$ cat src/verilog/cgpf_pkg.sv
// Constants shared by the processor glue and power-fail guard.
// Assumes a 20 MHz reference clock and an 8-bit processor with a 16-bit address bus.
package cgpf_pkg;

  // ------------------------------------------------------------------
  // Clock and timing
  // ------------------------------------------------------------------
  localparam int unsigned CLK_PERIOD_NS   = 50;
  localparam int unsigned OSC_DIV         = 2;          // 20 MHz to 10 MHz oscillator rate.
  localparam int unsigned PFR_ASSERT_NS   = 1000;       // Reset follows interrupt shortly after.
  localparam int unsigned PFR_ASSERT_CYC  =
    (PFR_ASSERT_NS + CLK_PERIOD_NS - 1) / CLK_PERIOD_NS;
  localparam int unsigned PFR_RELEASE_US  = 10000;      // Timing node charge to half supply.
  localparam int unsigned PFR_RELEASE_CYC =
    (PFR_RELEASE_US * 1000 + CLK_PERIOD_NS - 1) / CLK_PERIOD_NS;
  localparam int unsigned RELAY_HOLD_MS   = 1000;       // Relay supply hold-off.
  localparam int unsigned RELAY_HOLD_CYC  =
    (RELAY_HOLD_MS * 1000 + CLK_PERIOD_NS - 1) / CLK_PERIOD_NS * 1000;
  localparam int unsigned SCAN_DIGIT_US   = 1000;       // Dwell time of one display digit.
  localparam int unsigned SCAN_DIGIT_CYC  = SCAN_DIGIT_US * 1000 / CLK_PERIOD_NS;
  localparam int unsigned CNT_W           = 32;

  // ------------------------------------------------------------------
  // Address decode
  // ------------------------------------------------------------------
  localparam int unsigned ADDR_W     = 16;
  localparam int unsigned DATA_W     = 8;
  localparam int unsigned MEM_HALF_BIT = 15;            // Low half RAM, high half ROM.
  localparam int unsigned IO_GRP_MSB = 7;
  localparam int unsigned IO_GRP_LSB = 4;
  localparam int unsigned IO_IDX_MSB = 3;
  localparam logic [3:0]  IO_ANALYZER = 4'h0;
  localparam logic [3:0]  IO_SOURCE   = 4'h1;
  localparam logic [3:0]  IO_DIGIT    = 4'h2;
  localparam logic [3:0]  IO_ANNUN    = 4'h3;
  localparam logic [3:0]  IO_BUSCTL   = 4'h4;
  localparam logic [3:0]  IO_INTSTAT  = 4'h5;

  // ------------------------------------------------------------------
  // Display
  // ------------------------------------------------------------------
  localparam int unsigned DIGITS  = 16;
  localparam int unsigned ANNUN_W = 8;
  localparam int unsigned SEG_W   = 7;
  localparam int unsigned NIB_W   = 4;
  // Segment patterns for hex digits, bit order g f e d c b a.
  localparam logic [6:0] SEG_LUT [16] = '{
    7'h3F, 7'h06, 7'h5B, 7'h4F, 7'h66, 7'h6D, 7'h7D, 7'h07,
    7'h7F, 7'h6F, 7'h77, 7'h7C, 7'h39, 7'h5E, 7'h79, 7'h71};

endpackage : cgpf_pkg

$ cat src/verilog/cgpf_sync.sv
// Three-stage input synchroniser for pins that arrive from outside the clock domain.
// Assumes one clock; the output moves only when the second and third stages agree.
`timescale 1ns/10ps
`default_nettype none
module cgpf_sync #(
  parameter int unsigned W        = 1,
  parameter logic [W-1:0] RST_VAL = '0
) (
  input  wire logic         clk,
  input  wire logic         rst_n,
  input  wire logic [W-1:0] pin_in,
  output logic      [W-1:0] sync_out
);

  // ------------------------------------------------------------------
  // Stages
  // ------------------------------------------------------------------
  logic [W-1:0] s1_reg;
  logic [W-1:0] s2_reg;
  logic [W-1:0] s3_reg;

  // Each bit is accepted once two settled stages hold the same value.
  always_ff @(posedge clk or negedge rst_n) begin
    if (!rst_n) begin
      s1_reg   <= RST_VAL;
      s2_reg   <= RST_VAL;
      s3_reg   <= RST_VAL;
      sync_out <= RST_VAL;
    end else begin
      s1_reg <= pin_in;
      s2_reg <= s1_reg;
      s3_reg <= s2_reg;
      for (int i = 0; i < W; i++) begin
        if (s2_reg[i] == s3_reg[i]) begin
          sync_out[i] <= s3_reg[i];
        end
      end
    end
  end

endmodule : cgpf_sync
`default_nettype wire

$ cat src/verilog/cgpf_glue.sv
// Processor glue: power-fail guard, memory and I/O decode, clocks, interrupts, display.
// Assumes all processor and board pins are asynchronous to ref_clk and are synchronised here.
`timescale 1ns/10ps
`default_nettype none
module cgpf_glue #(
  parameter int unsigned PFR_RELEASE_CYC = cgpf_pkg::PFR_RELEASE_CYC,
  parameter int unsigned RELAY_HOLD_CYC  = cgpf_pkg::RELAY_HOLD_CYC,
  parameter int unsigned SCAN_DIGIT_CYC  = cgpf_pkg::SCAN_DIGIT_CYC,
  parameter int unsigned DIGITS          = cgpf_pkg::DIGITS,
  parameter int unsigned ANNUN_W         = cgpf_pkg::ANNUN_W
) (
  input  wire logic                         ref_clk,
  input  wire logic                         rst_n,
  input  wire logic                         supply_low,
  input  wire logic                         cpu_halt_n,
  input  wire logic                         cpu_mreq_n,
  input  wire logic                         cpu_iorq_n,
  input  wire logic                         cpu_rd_n,
  input  wire logic                         cpu_wr_n,
  input  wire logic [cgpf_pkg::ADDR_W-1:0]  cpu_addr,
  input  wire logic [cgpf_pkg::DATA_W-1:0]  cpu_data,
  input  wire logic                         busctl_int,
  input  wire logic                         key_int,
  output logic                              power_fail_interrupt_n,
  output logic                              cpu_nmi_n,
  output logic                              power_fail_reset_n,
  output logic                              ram_cs_n,
  output logic                              rom_cs_n,
  output logic                              mem_rd_n,
  output logic                              mem_wr_n,
  output logic                              io_rd_n,
  output logic                              io_wr_n,
  output logic                              cpu_clk,
  output logic                              cpu_clk_en,
  output logic                              cpu_int_n,
  output logic [1:0]                        int_status,
  output logic                              int_status_oe,
  output logic                              analyzer_write_enable,
  output logic                              source_write_enable,
  output logic                              instr_buf_oe,
  output logic                              disp_buf_oe,
  output logic                              relay_supply_en,
  output logic [cgpf_pkg::SEG_W-1:0]        seg,
  output logic [DIGITS-1:0]                 cathode_n,
  output logic [ANNUN_W-1:0]                annunciator
);

  // ------------------------------------------------------------------
  // Parameter checks
  // ------------------------------------------------------------------
  if (DIGITS < 2 || DIGITS > 16) begin : g_chk_digits
    $error("DIGITS must lie between 2 and 16.");
  end
  if (ANNUN_W < 1 || ANNUN_W > cgpf_pkg::DATA_W) begin : g_chk_annun
    $error("ANNUN_W must lie between 1 and the data width.");
  end
  if (PFR_RELEASE_CYC < 1 || RELAY_HOLD_CYC < 1 || SCAN_DIGIT_CYC < 1) begin : g_chk_cnt
    $error("Timing counts must be at least one cycle.");
  end

  localparam int unsigned BUS_W = cgpf_pkg::ADDR_W + cgpf_pkg::DATA_W + 4;
  localparam int unsigned DIG_W = $clog2(DIGITS);
  localparam int unsigned CW    = cgpf_pkg::CNT_W;

  // ------------------------------------------------------------------
  // Input synchronisers
  // ------------------------------------------------------------------
  logic [BUS_W-1:0]            bus_s;
  logic [3:0]                  misc_s;
  logic [cgpf_pkg::ADDR_W-1:0] addr_s;
  logic [cgpf_pkg::DATA_W-1:0] data_s;
  logic                        mreq_s_n;
  logic                        iorq_s_n;
  logic                        rd_s_n;
  logic                        wr_s_n;
  logic                        low_s;
  logic                        halt_s_n;
  logic                        bint_s;
  logic                        kint_s;

  // Processor bus pins; strobes reset to their idle high level.
  cgpf_sync #(
    .W       (BUS_W),
    .RST_VAL ({4'hF, {(BUS_W-4){1'b0}}})
  ) u_bus_sync (
    .clk      (ref_clk),
    .rst_n    (rst_n),
    .pin_in   ({cpu_mreq_n, cpu_iorq_n, cpu_rd_n, cpu_wr_n, cpu_addr, cpu_data}),
    .sync_out (bus_s)
  );

  // Supply comparator, halt and interrupt request pins.
  cgpf_sync #(
    .W       (4),
    .RST_VAL (4'h4)
  ) u_misc_sync (
    .clk      (ref_clk),
    .rst_n    (rst_n),
    .pin_in   ({supply_low, cpu_halt_n, busctl_int, key_int}),
    .sync_out (misc_s)
  );

  // Unpacking of the synchronised groups.
  assign {mreq_s_n, iorq_s_n, rd_s_n, wr_s_n, addr_s, data_s} = bus_s;
  assign {low_s, halt_s_n, bint_s, kint_s} = misc_s;

  // ------------------------------------------------------------------
  // Power-fail guard
  // ------------------------------------------------------------------
  logic          pfi_reg;
  logic          ram_cut_reg;
  logic [CW-1:0] pfr_cnt_reg;

  // Interrupt follows the supply comparator and feeds the processor NMI.
  always_ff @(posedge ref_clk or negedge rst_n) begin
    if (!rst_n) begin
      pfi_reg                <= 1'b0;
      power_fail_interrupt_n <= 1'b1;
      cpu_nmi_n              <= 1'b1;
    end else begin
      pfi_reg                <= low_s;
      power_fail_interrupt_n <= !low_s;
      cpu_nmi_n              <= !low_s;
    end
  end

  // Halt while the interrupt stands cuts RAM select; release of the interrupt clears it.
  always_ff @(posedge ref_clk or negedge rst_n) begin
    if (!rst_n) begin
      ram_cut_reg <= 1'b0;
    end else if (!pfi_reg) begin
      ram_cut_reg <= 1'b0;
    end else if (!halt_s_n) begin
      ram_cut_reg <= 1'b1;
    end
  end

  // Reset drops a short time after the interrupt and rises only after a long quiet time.
  // The counter is cleared while reset is held under the interrupt, so the release delay counts from recovery.
  always_ff @(posedge ref_clk or negedge rst_n) begin
    if (!rst_n) begin
      pfr_cnt_reg        <= '0;
      power_fail_reset_n <= 1'b0;
    end else if (pfi_reg) begin
      if (!power_fail_reset_n) begin
        pfr_cnt_reg <= '0;
      end else if (pfr_cnt_reg >= CW'(cgpf_pkg::PFR_ASSERT_CYC)) begin
        power_fail_reset_n <= 1'b0;
        pfr_cnt_reg        <= '0;
      end else begin
        pfr_cnt_reg <= pfr_cnt_reg + 1'b1;
      end
    end else if (!power_fail_reset_n) begin
      if (pfr_cnt_reg >= CW'(PFR_RELEASE_CYC)) begin
        power_fail_reset_n <= 1'b1;
        pfr_cnt_reg        <= '0;
      end else begin
        pfr_cnt_reg <= pfr_cnt_reg + 1'b1;
      end
    end else begin
      pfr_cnt_reg <= '0;
    end
  end

  // ------------------------------------------------------------------
  // Processor clock
  // ------------------------------------------------------------------
  logic osc_en_reg;

  // Oscillator-rate enable, then a divide-by-two flip-flop.
  always_ff @(posedge ref_clk or negedge rst_n) begin
    if (!rst_n) begin
      osc_en_reg <= 1'b0;
      cpu_clk    <= 1'b0;
      cpu_clk_en <= 1'b0;
    end else begin
      osc_en_reg <= !osc_en_reg;
      cpu_clk_en <= osc_en_reg && !cpu_clk;       // Rising edge of the processor clock.
      if (osc_en_reg) begin
        cpu_clk <= !cpu_clk;
      end
    end
  end

  // ------------------------------------------------------------------
  // Strobes and address decode
  // ------------------------------------------------------------------
  logic       mem_cyc;
  logic       io_cyc;
  logic [3:0] io_grp;
  logic       io_wr_hit_reg;

  assign mem_cyc = !mreq_s_n && (!rd_s_n || !wr_s_n);
  assign io_cyc  = !iorq_s_n && (!rd_s_n || !wr_s_n);
  assign io_grp  = addr_s[cgpf_pkg::IO_GRP_MSB:cgpf_pkg::IO_GRP_LSB];

  // Qualified transfer strobes and memory selects.
  always_ff @(posedge ref_clk or negedge rst_n) begin
    if (!rst_n) begin
      mem_rd_n <= 1'b1;
      mem_wr_n <= 1'b1;
      io_rd_n  <= 1'b1;
      io_wr_n  <= 1'b1;
      ram_cs_n <= 1'b1;
      rom_cs_n <= 1'b1;
    end else begin
      mem_rd_n <= !(!mreq_s_n && !rd_s_n);
      mem_wr_n <= !(!mreq_s_n && !wr_s_n);
      io_rd_n  <= !(!iorq_s_n && !rd_s_n);
      io_wr_n  <= !(!iorq_s_n && !wr_s_n);
      ram_cs_n <= !(mem_cyc && !addr_s[cgpf_pkg::MEM_HALF_BIT] && !ram_cut_reg);
      rom_cs_n <= !(mem_cyc && addr_s[cgpf_pkg::MEM_HALF_BIT]);
    end
  end

  // Peripheral enables come from I/O space only.
  always_ff @(posedge ref_clk or negedge rst_n) begin
    if (!rst_n) begin
      analyzer_write_enable <= 1'b0;
      source_write_enable   <= 1'b0;
      instr_buf_oe          <= 1'b0;
      disp_buf_oe           <= 1'b0;
      int_status_oe         <= 1'b0;
    end else begin
      analyzer_write_enable <= io_cyc && !wr_s_n && io_grp == cgpf_pkg::IO_ANALYZER;
      source_write_enable   <= io_cyc && !wr_s_n && io_grp == cgpf_pkg::IO_SOURCE;
      instr_buf_oe          <= io_cyc && (io_grp == cgpf_pkg::IO_ANALYZER ||
                                          io_grp == cgpf_pkg::IO_SOURCE);
      disp_buf_oe           <= io_cyc && (io_grp == cgpf_pkg::IO_DIGIT ||
                                          io_grp == cgpf_pkg::IO_ANNUN);
      int_status_oe         <= io_cyc && !rd_s_n && io_grp == cgpf_pkg::IO_INTSTAT;
    end
  end

  // ------------------------------------------------------------------
  // Interrupt merge
  // ------------------------------------------------------------------
  // Both sources share one request; the status buffer tells them apart.
  always_ff @(posedge ref_clk or negedge rst_n) begin
    if (!rst_n) begin
      cpu_int_n  <= 1'b1;
      int_status <= 2'h0;
    end else begin
      cpu_int_n  <= !(bint_s || kint_s);
      int_status <= {kint_s, bint_s};
    end
  end

  // ------------------------------------------------------------------
  // Relay supply hold-off
  // ------------------------------------------------------------------
  logic [CW-1:0] relay_cnt_reg;

  // Relays stay unpowered for the hold-off time after reset.
  always_ff @(posedge ref_clk or negedge rst_n) begin
    if (!rst_n) begin
      relay_cnt_reg   <= '0;
      relay_supply_en <= 1'b0;
    end else if (relay_cnt_reg >= CW'(RELAY_HOLD_CYC)) begin
      relay_supply_en <= 1'b1;
    end else begin
      relay_cnt_reg <= relay_cnt_reg + 1'b1;
    end
  end

  // ------------------------------------------------------------------
  // Display controller
  // ------------------------------------------------------------------
  logic [cgpf_pkg::NIB_W-1:0] digit_mem [DIGITS];
  logic                       wr_start;
  logic [CW-1:0]              scan_cnt_reg;
  logic [DIG_W-1:0]           scan_idx_reg;
  logic                       scan_step;

  assign wr_start  = !io_wr_n && !io_wr_hit_reg;
  assign scan_step = scan_cnt_reg >= CW'(SCAN_DIGIT_CYC - 1);

  // Marks the I/O write already taken so each write lands once.
  always_ff @(posedge ref_clk or negedge rst_n) begin
    if (!rst_n) begin
      io_wr_hit_reg <= 1'b0;
    end else begin
      io_wr_hit_reg <= !io_wr_n;
    end
  end

  // Digit codes written by the processor, one entry per digit.
  for (genvar d = 0; d < DIGITS; d++) begin : g_digit
    always_ff @(posedge ref_clk or negedge rst_n) begin
      if (!rst_n) begin
        digit_mem[d] <= '0;
      end else if (wr_start && io_grp == cgpf_pkg::IO_DIGIT &&
                   addr_s[cgpf_pkg::IO_IDX_MSB:0] == 4'(d)) begin
        digit_mem[d] <= data_s[cgpf_pkg::NIB_W-1:0];
      end
    end
  end

  // Annunciators hold their latched value and are never scanned.
  always_ff @(posedge ref_clk or negedge rst_n) begin
    if (!rst_n) begin
      annunciator <= '0;
    end else if (wr_start && io_grp == cgpf_pkg::IO_ANNUN) begin
      annunciator <= data_s[ANNUN_W-1:0];
    end
  end

  // Scan timer steps the active digit at the dwell rate.
  always_ff @(posedge ref_clk or negedge rst_n) begin
    if (!rst_n) begin
      scan_cnt_reg <= '0;
      scan_idx_reg <= '0;
    end else if (scan_step) begin
      scan_cnt_reg <= '0;
      scan_idx_reg <= (scan_idx_reg == DIG_W'(DIGITS - 1)) ? '0 : scan_idx_reg + 1'b1;
    end else begin
      scan_cnt_reg <= scan_cnt_reg + 1'b1;
    end
  end

  // One cathode low at a time, segments decoded from the stored code.
  always_ff @(posedge ref_clk or negedge rst_n) begin
    if (!rst_n) begin
      cathode_n <= '1;
      seg       <= '0;
    end else begin
      cathode_n <= ~(DIGITS'(1) << scan_idx_reg);
      seg       <= cgpf_pkg::SEG_LUT[digit_mem[scan_idx_reg]];
    end
  end

endmodule : cgpf_glue
`default_nettype wire

$ cat config.mk
export PLATFORM = sky130hd
export DESIGN_NAME = cgpf_glue
export DESIGN_NICKNAME = d
export VERILOG_FILES = /design/src/verilog/cgpf_pkg.sv /design/src/verilog/cgpf_sync.sv /design/src/verilog/cgpf_glue.sv
export SDC_FILE = /design/constraint.sdc
export NUM_CORES = 1
export LEC_CHECK = 0
export BUFFER_PORTS_ARGS = -buffer_cell sky130_fd_sc_hd__buf_2
export CAP_MARGIN = 20
export CORE_MARGIN = 3
export CORE_UTILIZATION = 57
export CTS_CLUSTER_SIZE = 25
export DETAILED_ROUTE_END_ITERATION = 6
export MAX_ROUTING_LAYER = met4
export PLACE_DENSITY = 0.76
export SLEW_MARGIN = 0
export SYNTH_ARGS = -nofsm -noshare
export SYNTH_HDL_FRONTEND = slang
export SYNTH_SLANG_ARGS = --single-unit
$ cat constraint.sdc
create_clock -name ref_clk -period 3.3 [get_ports ref_clk]
set_clock_uncertainty 0.2 [all_clocks]
set_input_delay 0.33 -clock ref_clk [delete_from_list [all_inputs] [get_ports ref_clk]]
set_output_delay 0.33 -clock ref_clk [all_outputs]
set_load 0.01 [all_outputs]
Word level (Yosys, flattened, before mapping)
Memory sizes are Yosys's and may differ from the RTL's. A register that Yosys moved wholly into a read port is not among the register bits. Index checks and enable logic that the tools add are counted.

$add $sub $neg: 4. Bitwise operators: 3. Mux-type cells: 17. Magnitude comparators: 5. Shifts and indexed selects: 1. Equal/unequal tests: 46. Reductions and logical operators: 61.

Operators by type and width (count): 32-bit two-way mux (6); 32-bit by 1-bit adder with 32-bit output (second input constant) (3); 4-bit == test (second input constant) (9); 1-bit logical AND (36); 32-bit by 15-bit >= comparator with 1-bit output (second input constant) (1); 32-bit by 18-bit >= comparator with 1-bit output (second input constant) (1); 32-bit by 25-bit >= comparator with 1-bit output (second input constant) (1); 32-bit by 5-bit >= comparator with 1-bit output (second input constant) (1); 1-bit == test (25); 4-bit by 3-bit == test with 1-bit output (second input constant) (5); 1-bit zero test (19); 4-bit binary-select mux with 4-bit select (1); 4-bit by 2-bit == test with 1-bit output (second input constant) (4); 16-bit NOT (1); 1-bit by 4-bit left shift with 16-bit output (first input constant) (1); 4-bit two-way mux (3); 4-bit NOT with 5-bit output (2); 4-bit by 1-bit == test with 1-bit output (second input constant) (2); 4-bit zero test (2); 1-bit two-way mux (7); 5-bit >= comparator (second input constant) (1); 4-bit by 1-bit adder with 4-bit output (second input constant) (1); 1-bit logical OR (4); 2-bit != test (second input constant) (1).

Memory bits (read-only): 112. Bits of input ports: 34. Memories: 1. Register bits: 332.

Memories: (name not given) (words 16, bits a word 7, rd ports 1, clocked after memory_dff 1, wr ports 0, line cgpf_glue.sv:328) `seg <= cgpf_pkg::SEG_LUT[digit_mem[scan_idx_reg]];`.

Longest topological paths before layout
Word-level depth: 6. Depth in mapped cells: 10.

By module
Synthesis repeated with hierarchy kept, for this count alone.

Cells, all modules: 882. Area, all modules: 12774.8 µm².

By module, submodules not included: cgpf_glue (area each 9186.3 µm², cells each 722, instances 1, sequential area each 5485.3 µm²); cgpf_sync (u_bus_sync) (area each 3138.0 µm², cells each 140, instances 1, sequential area each 2822.7 µm²); cgpf_sync (u_misc_sync) (area each 450.4 µm², cells each 20, instances 1, sequential area each 405.4 µm²).

Worst setup path before layout
No wires, ideal clock.

Path type: reg-to-reg. Start point: register scan_idx_reg[0]. End point: register seg[0] (netlist name). Path buffers: 1. Cell stages (with the launch flop): 9. Setup slack: 0.523 ns. Arrival time: 2.441 ns. Cell sequence: dfrtp_1 -> buf_2 -> mux4_1 -> mux4_2 -> inv_1 -> ha_1 -> a21oi_1 -> a22oi_1 -> o311ai_1.

Word-level cells in the longest chain between the ends: 5.

RTL lines: start, declared (line cgpf_glue.sv:272) `logic [DIG_W-1:0] scan_idx_reg;`; start signal, assigned (line cgpf_glue.sv:315) `scan_idx_reg <= (scan_idx_reg == DIG_W'(DIGITS - 1)) ? '0 : scan_idx_reg + 1'b1;`; 4-bit NOT with 5-bit output (implied by the code) (line cgpf_glue.sv:328); 4-bit binary-select mux with 4-bit select (line cgpf_glue.sv:328); 4-bit two-way mux (implied by the code) (2 in series) (line cgpf_glue.sv:328); 4-bit NOT with 5-bit output (implied by the code) (line cgpf_glue.sv:328); end, declared (line cgpf_glue.sv:43) `output logic [cgpf_pkg::SEG_W-1:0] seg,`.

No other way between the ends. The select of a mux whose other input is x is not followed. A chain may end at the register's enable or synchronous reset.

Final worst setup path
Same ends and word-level chain as after synthesis.

==> flow_summary.json <==
{
  "grt-ovfl-total": 0,
  "fill_cells": 1372,
  "largest_register_ffs": 64,
  "top_register": "digit_mem",
  "yosysSeqAreaShare_pct": 67.1,
  "outcome": "finished clean",
  "end_kind": "flip-flop",
  "dpl.cell_count": 1194,
  "slew_headroom_pct": 49.5,
  "critPathMaxStageDelay_ns": 0.63,
  "slew_violations": 0,
  "dr.first_iter.drc_count": 243,
  "p_seq_share_pct": 51.1,
  "p_switching_mw": 1.80,
  "ctsResizeCount": 0,
  "synth_seq_cells": 318,
  "hp-class": "flip-flop to flip-flop",
  "finalWirelength_um": 20500,
  "grt_pass1_vias": 6807,
  "yosys_warnings": 0,
  "layout-drive-gt1-share_pct": 28.2,
  "grt_use_total_pct": 19.6,
  "die_w_um": 151,
  "worst-path-stages": 8,
  "start_util_pct": 58.5,
  "r2r-start": "scan_idx_reg[0]",
  "ff2ff_path_depth": 8,
  "internal-power_mw": 6.54,
  "dr.pass1.iters": 4,
  "antenna_found_initial": 0,
  "synth.cell_area_um2": 11900,
  "fin_crit_sh_pct": 90.3,
  "finalNetCount": 1035,
  "core_area_um2": 20400,
  "wl_per_cell_um": 16.0,
  "cpMaxStageDelayCell": "mux4_1",
  "die_area_um2": 22700,
  "place.gp.congestion": 0.796,
  "sw_frac_of_total_pct": 21.6,
  "grt_pass1_wl_um": 34600,
  "numCtsBuffers": 31,
  "num_rows": 52,
  "clockRootBuffer": "clkbuf_16",
  "synth_cell_types": 60,
  "crit_start": "scan_idx_reg[0]",
  "postSynthCellCount": 832,
  "crit_buf_inv": 2,
  "rsz0062_at_grt": "no",
  "critPathMaxFanout": 10,
  "p_total_mw": 8.34,
  "num_antenna_cells": 0,
  "fin_tns_setup_ns": 0,
  "vias": 6688,
  "arrival_ns": 3.20,
  "finalSetupViolCount": 0,
  "finalCriticalPeriod_ns": 2.98,
  "syn_avg_cell_area_um2": 14.4,
  "power.density_nw_per_um2": 590,
  "grt_start_max_net_pins": 92,
  "area_growth_pct": 18.3,
  "cp_top_family": "multiplexers",
  "dp_hpwl_um": 13000,
  "cts_sinks": 318,
  "worstMarginPinSlew_ns": 0.751,
  "criticalPathCategory": "flip-flop to flip-flop",
  "path_clk_slew_ns": 0.06,
  "hp-start": "u_bus_sync.s1_reg[15]",
  "startpoint_type": "flip-flop",
  "leakagePower_nw": 6.48,
  "required_ns": 3.52,
  "drc_errors": 0,
  "power_frac_comb_pct": 5.2,
  "port_buffers": 77,
  "fin_cells": 1277,
  "tritoncts": "yes",
  "drt-vias-per-instance": 5.24,
  "ir_worst_vdd_mv": 0.469,
  "hold_viol": 0,
  "path_cells": "buf_4, mux4_1, mux4_2, inv_1, ha_1, a21oi_1, a22oi_1, o311ai_1",
  "detail-route-antenna-nets": 0,
  "htreeDepth": 1,
  "die_h_um": 151,
  "clockBufferDepth": 3,
  "cap_violations": 0,
  "whs_path_depth": 0,
  "synth_edf_count": 0,
  "max_freq_ghz": 0.336,
  "io_pins": 85,
  "synthArstFlopShare_pct": 100,
  "power.share.clock_pct": 43.8,
  "clock_latency_ns": 0.54,
  "ys.flop_type": "dfrtp_1"
}
## worst reg2reg max path, stage by stage, from the launching register on
cell	delay, ns
dfrtp_1	0.34
buf_4	0.21
mux4_1	0.63
mux4_2	0.57
inv_1	0.15
ha_1	0.31
a21oi_1	0.11
a22oi_1	0.21
o311ai_1	0.12
## cell type report
class	instances	area [um2]	area share [%]
multi-input cells	494	3810	26.9
inverters	20	75.1	0.531
clock buffers	40	890	6.29
flip-flops and latches	318	8010	56.7
well taps	270	338	2.39
repair buffers	118	806	5.70
clock inverters	17	204	1.44
## power by group through the flow
stage | sequential, mW | clock (mW) | combinational (mW)
6_report | 4.26 | 3.65 | 0.431
5_1_grt | 4.29 | 3.92 | 0.485
4_1_cts | 4.26 | 3.73 | 0.441
3_5_place_dp | 4.33 | 0 | 0.414
3_3_place_gp | 4.32 | 0 | 0.404
2_1_floorplan | 4.29 | 0 | 0.216
## kinds of logic after synthesis
family	after synthesis	share of synthesized area, %
AND/OR/NAND/NOR	232	9.68
adder cells (fa/ha/maj)	43	3.98
other	1	0.0314
multiplexers	103	11.6
flip-flops	318	67.1
buffers and inverters	50	1.99
XOR/XNOR	51	3.74
AO/OA/AOI/OAI	34	1.96
## worst paths after layout
check	to	slack (ns)
worst max-delay path	seg[0]	0.32
worst min-delay path	u_bus_sync.s2_reg[15]	0.14
min in group asynchronous	scan_cnt_reg[12]	0.18
worst min register to register	u_bus_sync.s2_reg[15]	0.14
max in group asynchronous	u_misc_sync.s2_reg[2]	1.86
worst max register to register	seg[0]	0.32
## per-stage QoR
stage / worst slack, ns / hold WS (ns) / util [%] / area, um2
final: 0.320 / 0.139 / 69.2 / 14100
after floorplan: 0.523 / -0.166 / - / 12100
after global placement: 0.418 / 0.132 / 62.6 / 12800
after global routing: 0.203 / 0.156 / 69.2 / 14100
after detailed placement: 0.368 / 0.135 / 62.6 / 12800
after CTS: 0.334 / 0.145 / 69.2 / 14100
## synthesized netlist by cell type, types with 9 or more instances
library cell,instances,area [um2]
a21oi_1,9,45.0
and3_1,16,100
clkbuf_1,20,75.1
dfrtp_1,274,6860
dfstp_2,44,1160
ha_1,18,225
inv_1,19,71.3
maj3_1,25,250
mux2_2,73,822
mux2i_1,13,130
mux4_1,12,315
nand2_1,46,173
nand3_1,30,150
nand4_1,17,106
nor2_1,70,263
nor4_1,13,81.3
xnor2_1,33,289
xor2_1,18,158
## placed cells by master (no fill, tap or decap), drive strengths merged, types with 7 or more instances in the layout
| cell | netlist | routed |
|---|---|---|
| a21oi | 9 | 9 |
| and3 | 16 | 16 |
| buf | 10 | 92 |
| clkbuf | 20 | 40 |
| clkinv | 1 | 10 |
| conb | 1 | 31 |
| dfrtp | 274 | 274 |
| dfstp | 44 | 44 |
| dlygate4sd3 | 0 | 26 |
| ha | 18 | 18 |
| inv | 19 | 20 |
| maj3 | 25 | 25 |
| mux2 | 73 | 73 |
| mux2i | 14 | 14 |
| mux4 | 16 | 16 |
| nand2 | 46 | 46 |
| nand2b | 7 | 7 |
| nand3 | 30 | 30 |
| nand4 | 17 | 17 |
| nor2 | 71 | 71 |
| nor4 | 14 | 14 |
| xnor2 | 33 | 33 |
| xor2 | 18 | 18 |
## metal layers
layer	global-route usage, %	share of wire [%]
met1	27.4	45
met2	30.9	48
met3	3.08	4.2
met4	4.94	2.3
met5	-	0
## timing repair
| item | CTS | global route |
|---|---|---|
| hold buffers | 26 | 0 |
| hold endpoints to repair | 101 | 0 |
| buffers inserted | 0 | 0 |
No activity file was read; power rests on OpenSTA's default activity.
